--- src/include/tcic_pkg.sv ---
// Shared constants for the 16-bit timer counter with input capture.
// Assumes a single system clock and byte-wide CPU access strobes.
package tcic_pkg;

  // ----------------------------------------------------------------
  // Widths and fixed count values
  // ----------------------------------------------------------------
  localparam int         BYTE_W        = 8;
  localparam int         COUNT_W       = 16;
  localparam int         FILTER_LEN    = 4;
  localparam logic [15:0] BOTTOM_VALUE = 16'h0000;
  localparam logic [15:0] MAX_VALUE    = 16'hffff;
  localparam logic [15:0] TOP_8BIT     = 16'h00ff;
  localparam logic [15:0] TOP_9BIT     = 16'h01ff;
  localparam logic [15:0] TOP_10BIT    = 16'h03ff;
  localparam logic [15:0] COUNT_STEP   = 16'h0001;
  localparam logic [2:0]  TICK_STOPPED = 3'h0;

  // ----------------------------------------------------------------
  // Waveform mode codes
  // ----------------------------------------------------------------
  localparam logic [3:0] MODE_NORMAL     = 4'h0;
  localparam logic [3:0] MODE_PC_8BIT    = 4'h1;
  localparam logic [3:0] MODE_PC_9BIT    = 4'h2;
  localparam logic [3:0] MODE_PC_10BIT   = 4'h3;
  localparam logic [3:0] MODE_CTC_CMPA   = 4'h4;
  localparam logic [3:0] MODE_FAST_8BIT  = 4'h5;
  localparam logic [3:0] MODE_FAST_9BIT  = 4'h6;
  localparam logic [3:0] MODE_FAST_10BIT = 4'h7;
  localparam logic [3:0] MODE_PFC_CAP    = 4'h8;
  localparam logic [3:0] MODE_PFC_CMPA   = 4'h9;
  localparam logic [3:0] MODE_PC_CAP     = 4'ha;
  localparam logic [3:0] MODE_PC_CMPA    = 4'hb;
  localparam logic [3:0] MODE_CTC_CAP    = 4'hc;
  localparam logic [3:0] MODE_RESERVED   = 4'hd;
  localparam logic [3:0] MODE_FAST_CAP   = 4'he;
  localparam logic [3:0] MODE_FAST_CMPA  = 4'hf;

  // Count direction
  typedef enum logic {
    DIR_UP,
    DIR_DOWN
  } tcic_dir_type;

endpackage

--- src/verilog/tcic_timer.sv ---
// 16-bit bidirectional timer counter with shared high-byte latch and
// input capture. Assumes an external prescaler supplies timer_tick as
// a one-cycle enable, and the CPU issues one byte strobe per cycle.
`timescale 1ns/1ps

// Function
// - High-byte accesses go through shared latch
// - Count low read copies high into latch
// - Count low write loads latch plus byte
// - Tick select: any nonzero value passes timer_tick; zero stops
// - Counter accessible with or without tick
// - CPU write beats clear or count
// - Each tick clears, increments or decrements
// - Mode field split across two controls
// - Overflow flag set per mode, interrupts
// - TOP and BOTTOM indications from count
// - Matching edge copies count into capture
// - Capture flag set with the store
// - Flag interrupts; cleared by service or one
// - Capture low read latches captured high
// - Capture writable only when it is TOP
// - Trigger from pin or comparator output
// - Capture input off when capture is TOP
// - Filter needs four equal samples
// - Filter enable inserts it; system clocked
// - Fixed bottom, max and mode TOP values
module tcic_timer
  import tcic_pkg::*;
(
  // Clock and reset
  input  wire logic                  clock,
  input  wire logic                  rst_n,
  // CPU byte strobes and data
  input  wire logic                  cnt_low_rd,
  input  wire logic                  cnt_high_rd,
  input  wire logic                  cnt_low_wr,
  input  wire logic                  cnt_high_wr,
  input  wire logic                  cap_low_rd,
  input  wire logic                  cap_high_rd,
  input  wire logic                  cap_low_wr,
  input  wire logic                  cap_high_wr,
  input  wire logic [BYTE_W-1:0]     wr_data,
  output logic      [BYTE_W-1:0]     rd_data,
  // Control fields
  input  wire logic [2:0]            tick_source_select,
  input  wire logic [1:0]            waveform_mode_a,
  input  wire logic [1:0]            waveform_mode_b,
  input  wire logic [COUNT_W-1:0]    compare_a_value,
  input  wire logic                  timer_tick,
  // Capture and overflow controls
  input  wire logic                  comparator_capture_select,
  input  wire logic                  capture_edge_select,
  input  wire logic                  noise_filter_enable,
  input  wire logic                  capture_irq_enable,
  input  wire logic                  capture_flag_clear,
  input  wire logic                  capture_irq_ack,
  input  wire logic                  overflow_irq_enable,
  input  wire logic                  overflow_flag_clear,
  input  wire logic                  overflow_irq_ack,
  // Trigger inputs
  input  wire logic                  capture_input_pin,
  input  wire logic                  comparator_output,
  // Status outputs
  output logic      [COUNT_W-1:0]    timer_count,
  output logic      [COUNT_W-1:0]    capture_value,
  output logic                       top_reached,
  output logic                       bottom_reached,
  output logic                       count_down,
  output logic                       overflow_flag,
  output logic                       capture_flag,
  output logic                       overflow_irq,
  output logic                       capture_irq
);

  // ----------------------------------------------------------------
  // Declarations
  // ----------------------------------------------------------------
  logic [BYTE_W-1:0]  temp_reg;
  logic [COUNT_W-1:0] count_next;
  logic [COUNT_W-1:0] top_value;
  logic [3:0]         waveform_mode_field;
  tcic_dir_type       dir_reg;
  tcic_dir_type       dir_next;
  logic               tick_active;
  logic               dual_slope;
  logic               cap_is_top;
  logic               fixed_max;
  logic               ovf_event;
  logic               pin_sync;
  logic               comp_sync;
  logic               trig_raw;
  logic               trig_filt;
  logic               trig_clean;
  logic               trig_prev_reg;
  logic               cap_event;
  logic               cap_flag_next;
  logic               ovf_flag_next;

  // ----------------------------------------------------------------
  // Mode decode
  // ----------------------------------------------------------------
  // Mode field joins the A and B control halves
  assign waveform_mode_field = {waveform_mode_b, waveform_mode_a};

  // Stopped source suppresses every tick
  assign tick_active = timer_tick && (tick_source_select != TICK_STOPPED);

  // Sequence maximum and slope for the current mode
  always_comb begin
    top_value  = MAX_VALUE;
    dual_slope = 1'b0;
    cap_is_top = 1'b0;
    fixed_max  = 1'b0;
    unique case (waveform_mode_field)
      MODE_PC_8BIT:    begin top_value = TOP_8BIT;        dual_slope = 1'b1; end
      MODE_PC_9BIT:    begin top_value = TOP_9BIT;        dual_slope = 1'b1; end
      MODE_PC_10BIT:   begin top_value = TOP_10BIT;       dual_slope = 1'b1; end
      MODE_CTC_CMPA:   begin top_value = compare_a_value; fixed_max  = 1'b1; end
      MODE_FAST_8BIT:  top_value = TOP_8BIT;
      MODE_FAST_9BIT:  top_value = TOP_9BIT;
      MODE_FAST_10BIT: top_value = TOP_10BIT;
      MODE_PFC_CAP, MODE_PC_CAP: begin
        top_value  = capture_value;
        dual_slope = 1'b1;
        cap_is_top = 1'b1;
      end
      MODE_PFC_CMPA, MODE_PC_CMPA: begin
        top_value  = compare_a_value;
        dual_slope = 1'b1;
      end
      MODE_CTC_CAP: begin
        top_value  = capture_value;
        cap_is_top = 1'b1;
        fixed_max  = 1'b1;
      end
      MODE_FAST_CAP: begin
        top_value  = capture_value;
        cap_is_top = 1'b1;
      end
      MODE_FAST_CMPA:  top_value = compare_a_value;
      default:         fixed_max = 1'b1;
    endcase
  end

  // ----------------------------------------------------------------
  // Counter
  // ----------------------------------------------------------------
  // Next count: CPU write first, then the tick's step
  always_comb begin
    count_next = timer_count;
    dir_next   = dir_reg;
    ovf_event  = 1'b0;
    if (cnt_low_wr) begin
      count_next = {temp_reg, wr_data};
      if (!dual_slope) begin
        dir_next = DIR_UP;
      end
    end else if (tick_active) begin
      if (dual_slope) begin
        unique case (dir_reg)
          DIR_UP: begin
            if (timer_count >= top_value) begin
              dir_next   = DIR_DOWN;
              count_next = timer_count - COUNT_STEP;
            end else begin
              count_next = timer_count + COUNT_STEP;
            end
          end
          DIR_DOWN: begin
            if (timer_count == BOTTOM_VALUE) begin
              dir_next   = DIR_UP;
              count_next = timer_count + COUNT_STEP;
              ovf_event  = 1'b1;
            end else begin
              count_next = timer_count - COUNT_STEP;
            end
          end
        endcase
      end else begin
        dir_next = DIR_UP;
        if (timer_count == top_value) begin
          count_next = BOTTOM_VALUE;
          ovf_event  = !fixed_max || (timer_count == MAX_VALUE);
        end else begin
          count_next = timer_count + COUNT_STEP;
          ovf_event  = timer_count == MAX_VALUE;
        end
      end
    end
  end

  // Count value and direction
  always_ff @(posedge clock) begin
    if (!rst_n) begin
      timer_count <= BOTTOM_VALUE;
      dir_reg     <= DIR_UP;
    end else begin
      timer_count <= count_next;
      dir_reg     <= dir_next;
    end
  end

  // TOP and BOTTOM indications track the stored count
  always_ff @(posedge clock) begin
    if (!rst_n) begin
      top_reached    <= 1'b0;
      bottom_reached <= 1'b1;
      count_down     <= 1'b0;
    end else begin
      top_reached    <= count_next == top_value;
      bottom_reached <= count_next == BOTTOM_VALUE;
      count_down     <= dir_next == DIR_DOWN;
    end
  end

  // ----------------------------------------------------------------
  // Shared high-byte latch and read data
  // ----------------------------------------------------------------
  // High writes load the latch; low reads fill it from the high byte
  always_ff @(posedge clock) begin
    if (!rst_n) begin
      temp_reg <= '0;
    end else if (cnt_high_wr || cap_high_wr) begin
      temp_reg <= wr_data;
    end else if (cnt_low_rd) begin
      temp_reg <= timer_count[COUNT_W-1:BYTE_W];
    end else if (cap_low_rd) begin
      temp_reg <= capture_value[COUNT_W-1:BYTE_W];
    end
  end

  // Read data register, one cycle after the strobe
  always_ff @(posedge clock) begin
    if (!rst_n) begin
      rd_data <= '0;
    end else if (cnt_low_rd) begin
      rd_data <= timer_count[BYTE_W-1:0];
    end else if (cap_low_rd) begin
      rd_data <= capture_value[BYTE_W-1:0];
    end else if (cnt_high_rd || cap_high_rd) begin
      rd_data <= temp_reg;
    end
  end

  // ----------------------------------------------------------------
  // Capture trigger path
  // ----------------------------------------------------------------
  tcic_sync2 u_pin_sync (
    .clock    (clock),
    .rst_n    (rst_n),
    .async_in (capture_input_pin),
    .sync_out (pin_sync)
  );

  tcic_sync2 u_comp_sync (
    .clock    (clock),
    .rst_n    (rst_n),
    .async_in (comparator_output),
    .sync_out (comp_sync)
  );

  // Source choice, then optional filter on the system clock
  assign trig_raw = comparator_capture_select ? comp_sync : pin_sync;

  tcic_noise_filter u_filter (
    .clock        (clock),
    .rst_n        (rst_n),
    .sample_in    (trig_raw),
    .filtered_out (trig_filt)
  );

  assign trig_clean = noise_filter_enable ? trig_filt : trig_raw;

  // Edge detector history
  always_ff @(posedge clock) begin
    if (!rst_n) begin
      trig_prev_reg <= 1'b0;
    end else begin
      trig_prev_reg <= trig_clean;
    end
  end

  // Matching edge, ignored while capture defines TOP
  assign cap_event = !cap_is_top && (trig_clean != trig_prev_reg) &&
                     (trig_clean == capture_edge_select);

  // Capture register: time stamp or CPU TOP write
  always_ff @(posedge clock) begin
    if (!rst_n) begin
      capture_value <= '0;
    end else if (cap_event) begin
      capture_value <= timer_count;
    end else if (cap_low_wr && cap_is_top) begin
      capture_value <= {temp_reg, wr_data};
    end
  end

  // ----------------------------------------------------------------
  // Flags and interrupt requests
  // ----------------------------------------------------------------
  // Set wins over service or write-one clear
  assign cap_flag_next = cap_event ||
                         (capture_flag && !capture_flag_clear && !capture_irq_ack);
  assign ovf_flag_next = ovf_event ||
                         (overflow_flag && !overflow_flag_clear && !overflow_irq_ack);

  always_ff @(posedge clock) begin
    if (!rst_n) begin
      capture_flag  <= 1'b0;
      overflow_flag <= 1'b0;
    end else begin
      capture_flag  <= cap_flag_next;
      overflow_flag <= ovf_flag_next;
    end
  end

  always_ff @(posedge clock) begin
    if (!rst_n) begin
      capture_irq  <= 1'b0;
      overflow_irq <= 1'b0;
    end else begin
      capture_irq  <= cap_flag_next && capture_irq_enable;
      overflow_irq <= ovf_flag_next && overflow_irq_enable;
    end
  end
endmodule

--- src/verilog/tcic_sync2.sv ---
// Two-stage level synchroniser.
// Assumes the input may change at any time relative to the clock.
`timescale 1ns/1ps

module tcic_sync2 (
  // Clock and reset
  input  wire logic clock,
  input  wire logic rst_n,
  // Level in and out
  input  wire logic async_in,
  output logic      sync_out
);

  logic stage1_reg;

  // First stage feeds only the second
  always_ff @(posedge clock) begin
    if (!rst_n) begin
      stage1_reg <= 1'b0;
      sync_out   <= 1'b0;
    end else begin
      stage1_reg <= async_in;
      sync_out   <= stage1_reg;
    end
  end

endmodule

--- src/verilog/tcic_noise_filter.sv ---
// Majority-free noise filter: output follows only a run of equal samples.
// Assumes a synchronised input sampled on every system clock.
`timescale 1ns/1ps

module tcic_noise_filter
  import tcic_pkg::*;
(
  // Clock and reset
  input  wire logic clock,
  input  wire logic rst_n,
  // Sample in, filtered level out
  input  wire logic sample_in,
  output logic      filtered_out
);

  logic [FILTER_LEN-2:0] hist_reg;
  logic [FILTER_LEN-1:0] window;

  assign window = {hist_reg, sample_in};

  // Sample history
  always_ff @(posedge clock) begin
    if (!rst_n) begin
      hist_reg <= '0;
    end else begin
      hist_reg <= window[FILTER_LEN-2:0];
    end
  end

  // Output moves only when the whole window agrees
  always_ff @(posedge clock) begin
    if (!rst_n) begin
      filtered_out <= 1'b0;
    end else if (&window) begin
      filtered_out <= 1'b1;
    end else if (~|window) begin
      filtered_out <= 1'b0;
    end
  end

endmodule

--- config.mk ---
export PLATFORM = sky130hd
export DESIGN_NAME = tcic_timer
export DESIGN_NICKNAME = d
export VERILOG_FILES = /design/src/include/tcic_pkg.sv /design/src/verilog/tcic_timer.sv /design/src/verilog/tcic_sync2.sv /design/src/verilog/tcic_noise_filter.sv
export SDC_FILE = /design/constraint.sdc
export NUM_CORES = 1
export LEC_CHECK = 0
export BUFFER_PORTS_ARGS = -buffer_cell sky130_fd_sc_hd__buf_2
export CAP_MARGIN = 10
export CORE_MARGIN = 2
export CORE_UTILIZATION = 49
export DETAILED_ROUTE_END_ITERATION = 8
export GPL_ROUTABILITY_DRIVEN = 1
export PLACE_DENSITY_LB_ADDON = 0.2
export SLEW_MARGIN = 20
export SYNTH_ARGS = -nofsm -noshare
export SYNTH_HDL_FRONTEND = slang
export SYNTH_SLANG_ARGS = --single-unit
--- constraint.sdc ---
create_clock -name clock -period 11.58 [get_ports clock]
set_input_delay 2.895 -clock clock [delete_from_list [all_inputs] [get_ports clock]]
set_output_delay 2.895 -clock clock [all_outputs]
set_load 0.05 [all_outputs]
==> metrics.md <==
| Metric | Value |
|---|---|
| Core area | `between 9000 and 10000 sq um` |
| CP arrival | `7.54 ns` |
| I/O pin total | `100` |
| Root buf cell | `clkbuf_8` |
| H-tree levels | `3` |
| Min-delay worst type | `flop to flop` |
| Top flop regs | `capture_value x16, timer_count x16` |
| Layout area overhead | `14.8%` |
| WP depth | `16` |
| Hold buffers post-CTS | `0` |
| Starting density of the core | `50.8%` |
| Most frequent cells in the layout | `buf_2, nor2_1, nand2_1` |
| Worst Setup SP | `waveform_mode_b[0]` |
| Met1 GRT Util | `around 47%` |
| CP Class | `input pin to flop` |
| Most used routing layer | `met2` |
| Layout Skew | `0.00844 ns` |
| Post-Synthesis Net Count | `788` |
| First-pass GRT wire length | `30.1 mm` |
| DPL Wire Length | `14.1 mm` |
| DP Cell Count | `899` |
| Internal power | `0.441 mW` |
| Largest delay share family, worst path | `simple AND/OR/NAND/NOR gates` |
| Worst setup SP type | `input pin` |
| Synth Warn # | `0` |
| Avg Synthesized Cell Area | `7.00 sq um` |
| #FFs+latches synth | `64` |
| Drt via density | `6.46` |
| Port-buffer cells | `99` |
| FP Rows | `36` |
| GRT Residual Overflow | `0` |
| Drt pass-1 iters | `6` |
| Worst Path Max Fanout | `15` |
| Final worst-path cycle share | `around 63%` |
| Maximum clock rate | `about 0.14 GHz` |
| Flop2flop setup slack | `a little under 7 ns` |
| Fillers | `980` |
| N_diodes | `0` |
| Number of global-route vias before repair | `5422` |
| Met2 Use GR | `54.0%` |
| Post-CTS setup buffers | `0` |
| Sequential element share of the synthesized area | `25.6%` |
| Vias | `5911` |
| Part of the power in combinational logic | `28.5%` |
| TNS Setup | `0 ns` |
| CTS Sinks | `64` |
| Max clock buf depth | `2` |
| Clk_lat worst skew | `0.38 ns` |
| Layout cells sized above 1 | `between 10% and 20%` |
| Power share of the clock group | `35.6%` |
| Pwr dens | `~120 nW/um^2` |
| Sequential Power Share | `35.9%` |
| CP max stage delay | `between 0.7 and 0.8 ns` |
| Post-synth EDFFs | `0` |
| Fraction of registers with async set/reset | `0%` |
| Post-synth cell types | `68` |
| Slowest CP cell | `o41ai_1` |
| Pin count of the biggest net entering global routing | `51` |
| Antenna-violating nets left | `0` |
| Clock Pin Slew Worst Setup and Hold Paths | `0.09 ns` |
| Nets | `~850` |
| Final-report setup violation count | `0` |
| Finished Layout Cells | `approximately 920` |
| Final GP Congestion | `roughly 1.0` |
| Synth Instances | `716` |
| Peak supply drop | `0.0747 mV` |
| Dominant cell type by area after synthesis | `dfxtp_1` |
| TritonCTS clock tree | `done` |
| Tmin final | `about 7.2 ns` |
| Met3 GRT Util | `under 10%` |
| Crit. End Element | `flop` |
| RSZ-0062 raised after global routing | `false` |
| Max cap viols | `0` |
| CTS buffer count | `9` |
| WL per Instance | `21.3 um` |
| Initial antenna violation count | `0` |
| Status | `completed` |
| Post-CTS Resized | `0` |
| Reg2Reg Launch Point | `capture_value[13]$_SDFFE_PN0P_` |
| Top cell type's share of synthesized area | `about a quarter` |
| CP Buf/Inv Count | `1` |
| Synthesized area | `about 5000 sq um` |
| Psw | `around 0.27 mW` |
| Slew Viols, Final | `0` |
| Worst-Margin Slew | `1.04 ns` |
| Max_slew headroom | `between 30% and 40%` |
| Initial DRC count | `655` |
| Primary FF master, synth | `dfxtp_1` |
| Die height | `105 um` |
| Synth top area cells | `dfxtp_1, a21oi_1, nor2_1, nand2_1, ha_1` |
| CP endpoint | `top_reached$_SDFF_PN0_` |
| GRT Overall Usage | `approximately a third` |
| Crit-path cells | `buf_2 -> nor2b_1 -> nor2_1 -> a21oi_1 -> a21oi_1 -> ha_1 -> a211oi_1 -> nor2_1 -> nor3_1 -> nand4_1 -> nand2_1 -> o21ai_0 -> o41ai_1 -> xnor2_1 -> nand4_1 -> nor4_2` |
| FF-to-FF path depth | `14` |
| Sw Share | `37.9%` |
| Final hold violation count | `0` |
| Hold Path Depth | `1` |
| Die Area | `11100 sq um` |
| Critical path required time | `roughly 12 ns` |
| Chip width | `105 um` |
| Detailed-route DRC error count | `0` |
| Pleak | `2.38 nW` |
| Most common cell after layout, fill and taps aside | `buf_2` |
| Routed WL | `19.5 mm` |
| Reg2reg end | `top_reached$_SDFF_PN0_` |
[Yosys cell counts, types with 3 or more instances]
cell / n
nor4_1: 8
a211oi_1: 10
a22oi_1: 3
clkbuf_1: 45
inv_1: 8
or3_1: 5
o31ai_1: 9
dfxtp_1: 64
nand3_1: 34
a31oi_1: 6
o31a_1: 3
nor2b_1: 14
o21ai_0: 35
o41ai_1: 6
mux2i_1: 8
nor3_1: 25
nand4_1: 14
and3_1: 15
nor3b_1: 3
or2_2: 5
xor2_1: 5
and2_1: 20
ha_1: 19
a311oi_1: 17
nand2_1: 84
o211ai_1: 6
a21oi_1: 69
nand2b_1: 16
o21a_1: 4
buf_2: 4
xnor2_1: 10
nor2_1: 90
buf_1: 3
or4_1: 3
[worst min path at each step]
stage,startpoint,slack (ns),endpoint
floorplan,u_comp_sync.stage1_reg$_SDFF_PN0_,0.41,u_comp_sync.sync_out$_SDFF_PN0_
global placement,u_comp_sync.stage1_reg$_SDFF_PN0_,0.42,u_comp_sync.sync_out$_SDFF_PN0_
detailed placement,u_pin_sync.stage1_reg$_SDFF_PN0_,0.42,u_pin_sync.sync_out$_SDFF_PN0_
CTS,u_pin_sync.stage1_reg$_SDFF_PN0_,0.44,u_pin_sync.sync_out$_SDFF_PN0_
global route,u_comp_sync.stage1_reg$_SDFF_PN0_,0.46,u_comp_sync.sync_out$_SDFF_PN0_
finish,u_pin_sync.stage1_reg$_SDFF_PN0_,0.44,u_pin_sync.sync_out$_SDFF_PN0_
[final cells by class]
type	instances	area, sq um	share of cell area, %
multi-input combinational	589	3490	60.6
sequential	64	1280	22.3
timing repair buffer	105	541	9.39
tap	133	166	2.89
clock inverter	7	125	2.17
clock buffer	9	124	2.15
inverter	8	30.0	0.522
[cells by family (layout without fill, tap and decap cells)]
group	after synthesis	in the layout	share of synthesized area [%]
XOR/XNOR	16	16	2.94
buffers and inverters	63	129	5.12
multiplexers	9	9	1.82
flip-flops	64	64	25.6
adder cells (fa/ha/maj)	19	19	4.74
AO/OA/AOI/OAI	199	199	25.9
AND/OR/NAND/NOR	346	346	33.9
[power groups by stage]
stage                     combinational (mW)  clock [mW]  sequential (mW)
final                                  0.202       0.253            0.255
after floorplan                        0.118           0            0.274
after global placement                 0.196           0            0.258
after CTS                              0.197       0.254            0.253
after detailed placement               0.197           0            0.258
after global routing                   0.217       0.262            0.256
[per-stage QoR]
step	power (mW)	util [%]	hold slack, ns	cell area (sq um)	worst slack (ns)
after floorplan	0.392	-	0.412	5010	4.89
after global placement	0.454	55.8	0.415	5510	4.05
after detailed placement	0.455	55.8	0.419	5510	4.19
after CTS	0.704	58.3	0.439	5750	4.57
after global routing	0.734	58.3	0.458	5750	3.97
final	0.710	58.3	0.437	5750	4.33
[worst reg2reg max path, stage by stage (launching register included)]
cell and delay [ns]:
dfxtp_1 0.36, o21ai_0 0.21, a21oi_1 0.08, a21oi_1 0.39, ha_1 0.34, a211oi_1 0.21, nor2_1 0.07, nor3_1 0.46
nand4_1 0.43, nand2_1 0.57, o21ai_0 0.19, o41ai_1 0.79, xnor2_1 0.19, nand4_1 0.12, nor4_2 0.16
[metal layers]
metal	share of wire [%]	vias to the layer above	routed length (um)
met2	45	379	8680
met3	10	64	1950
met5	0	-	0
met4	5.3	0	1020
li1	-	2739	-
met1	40	2729	7800
Power figures use the tool's default switching activity.
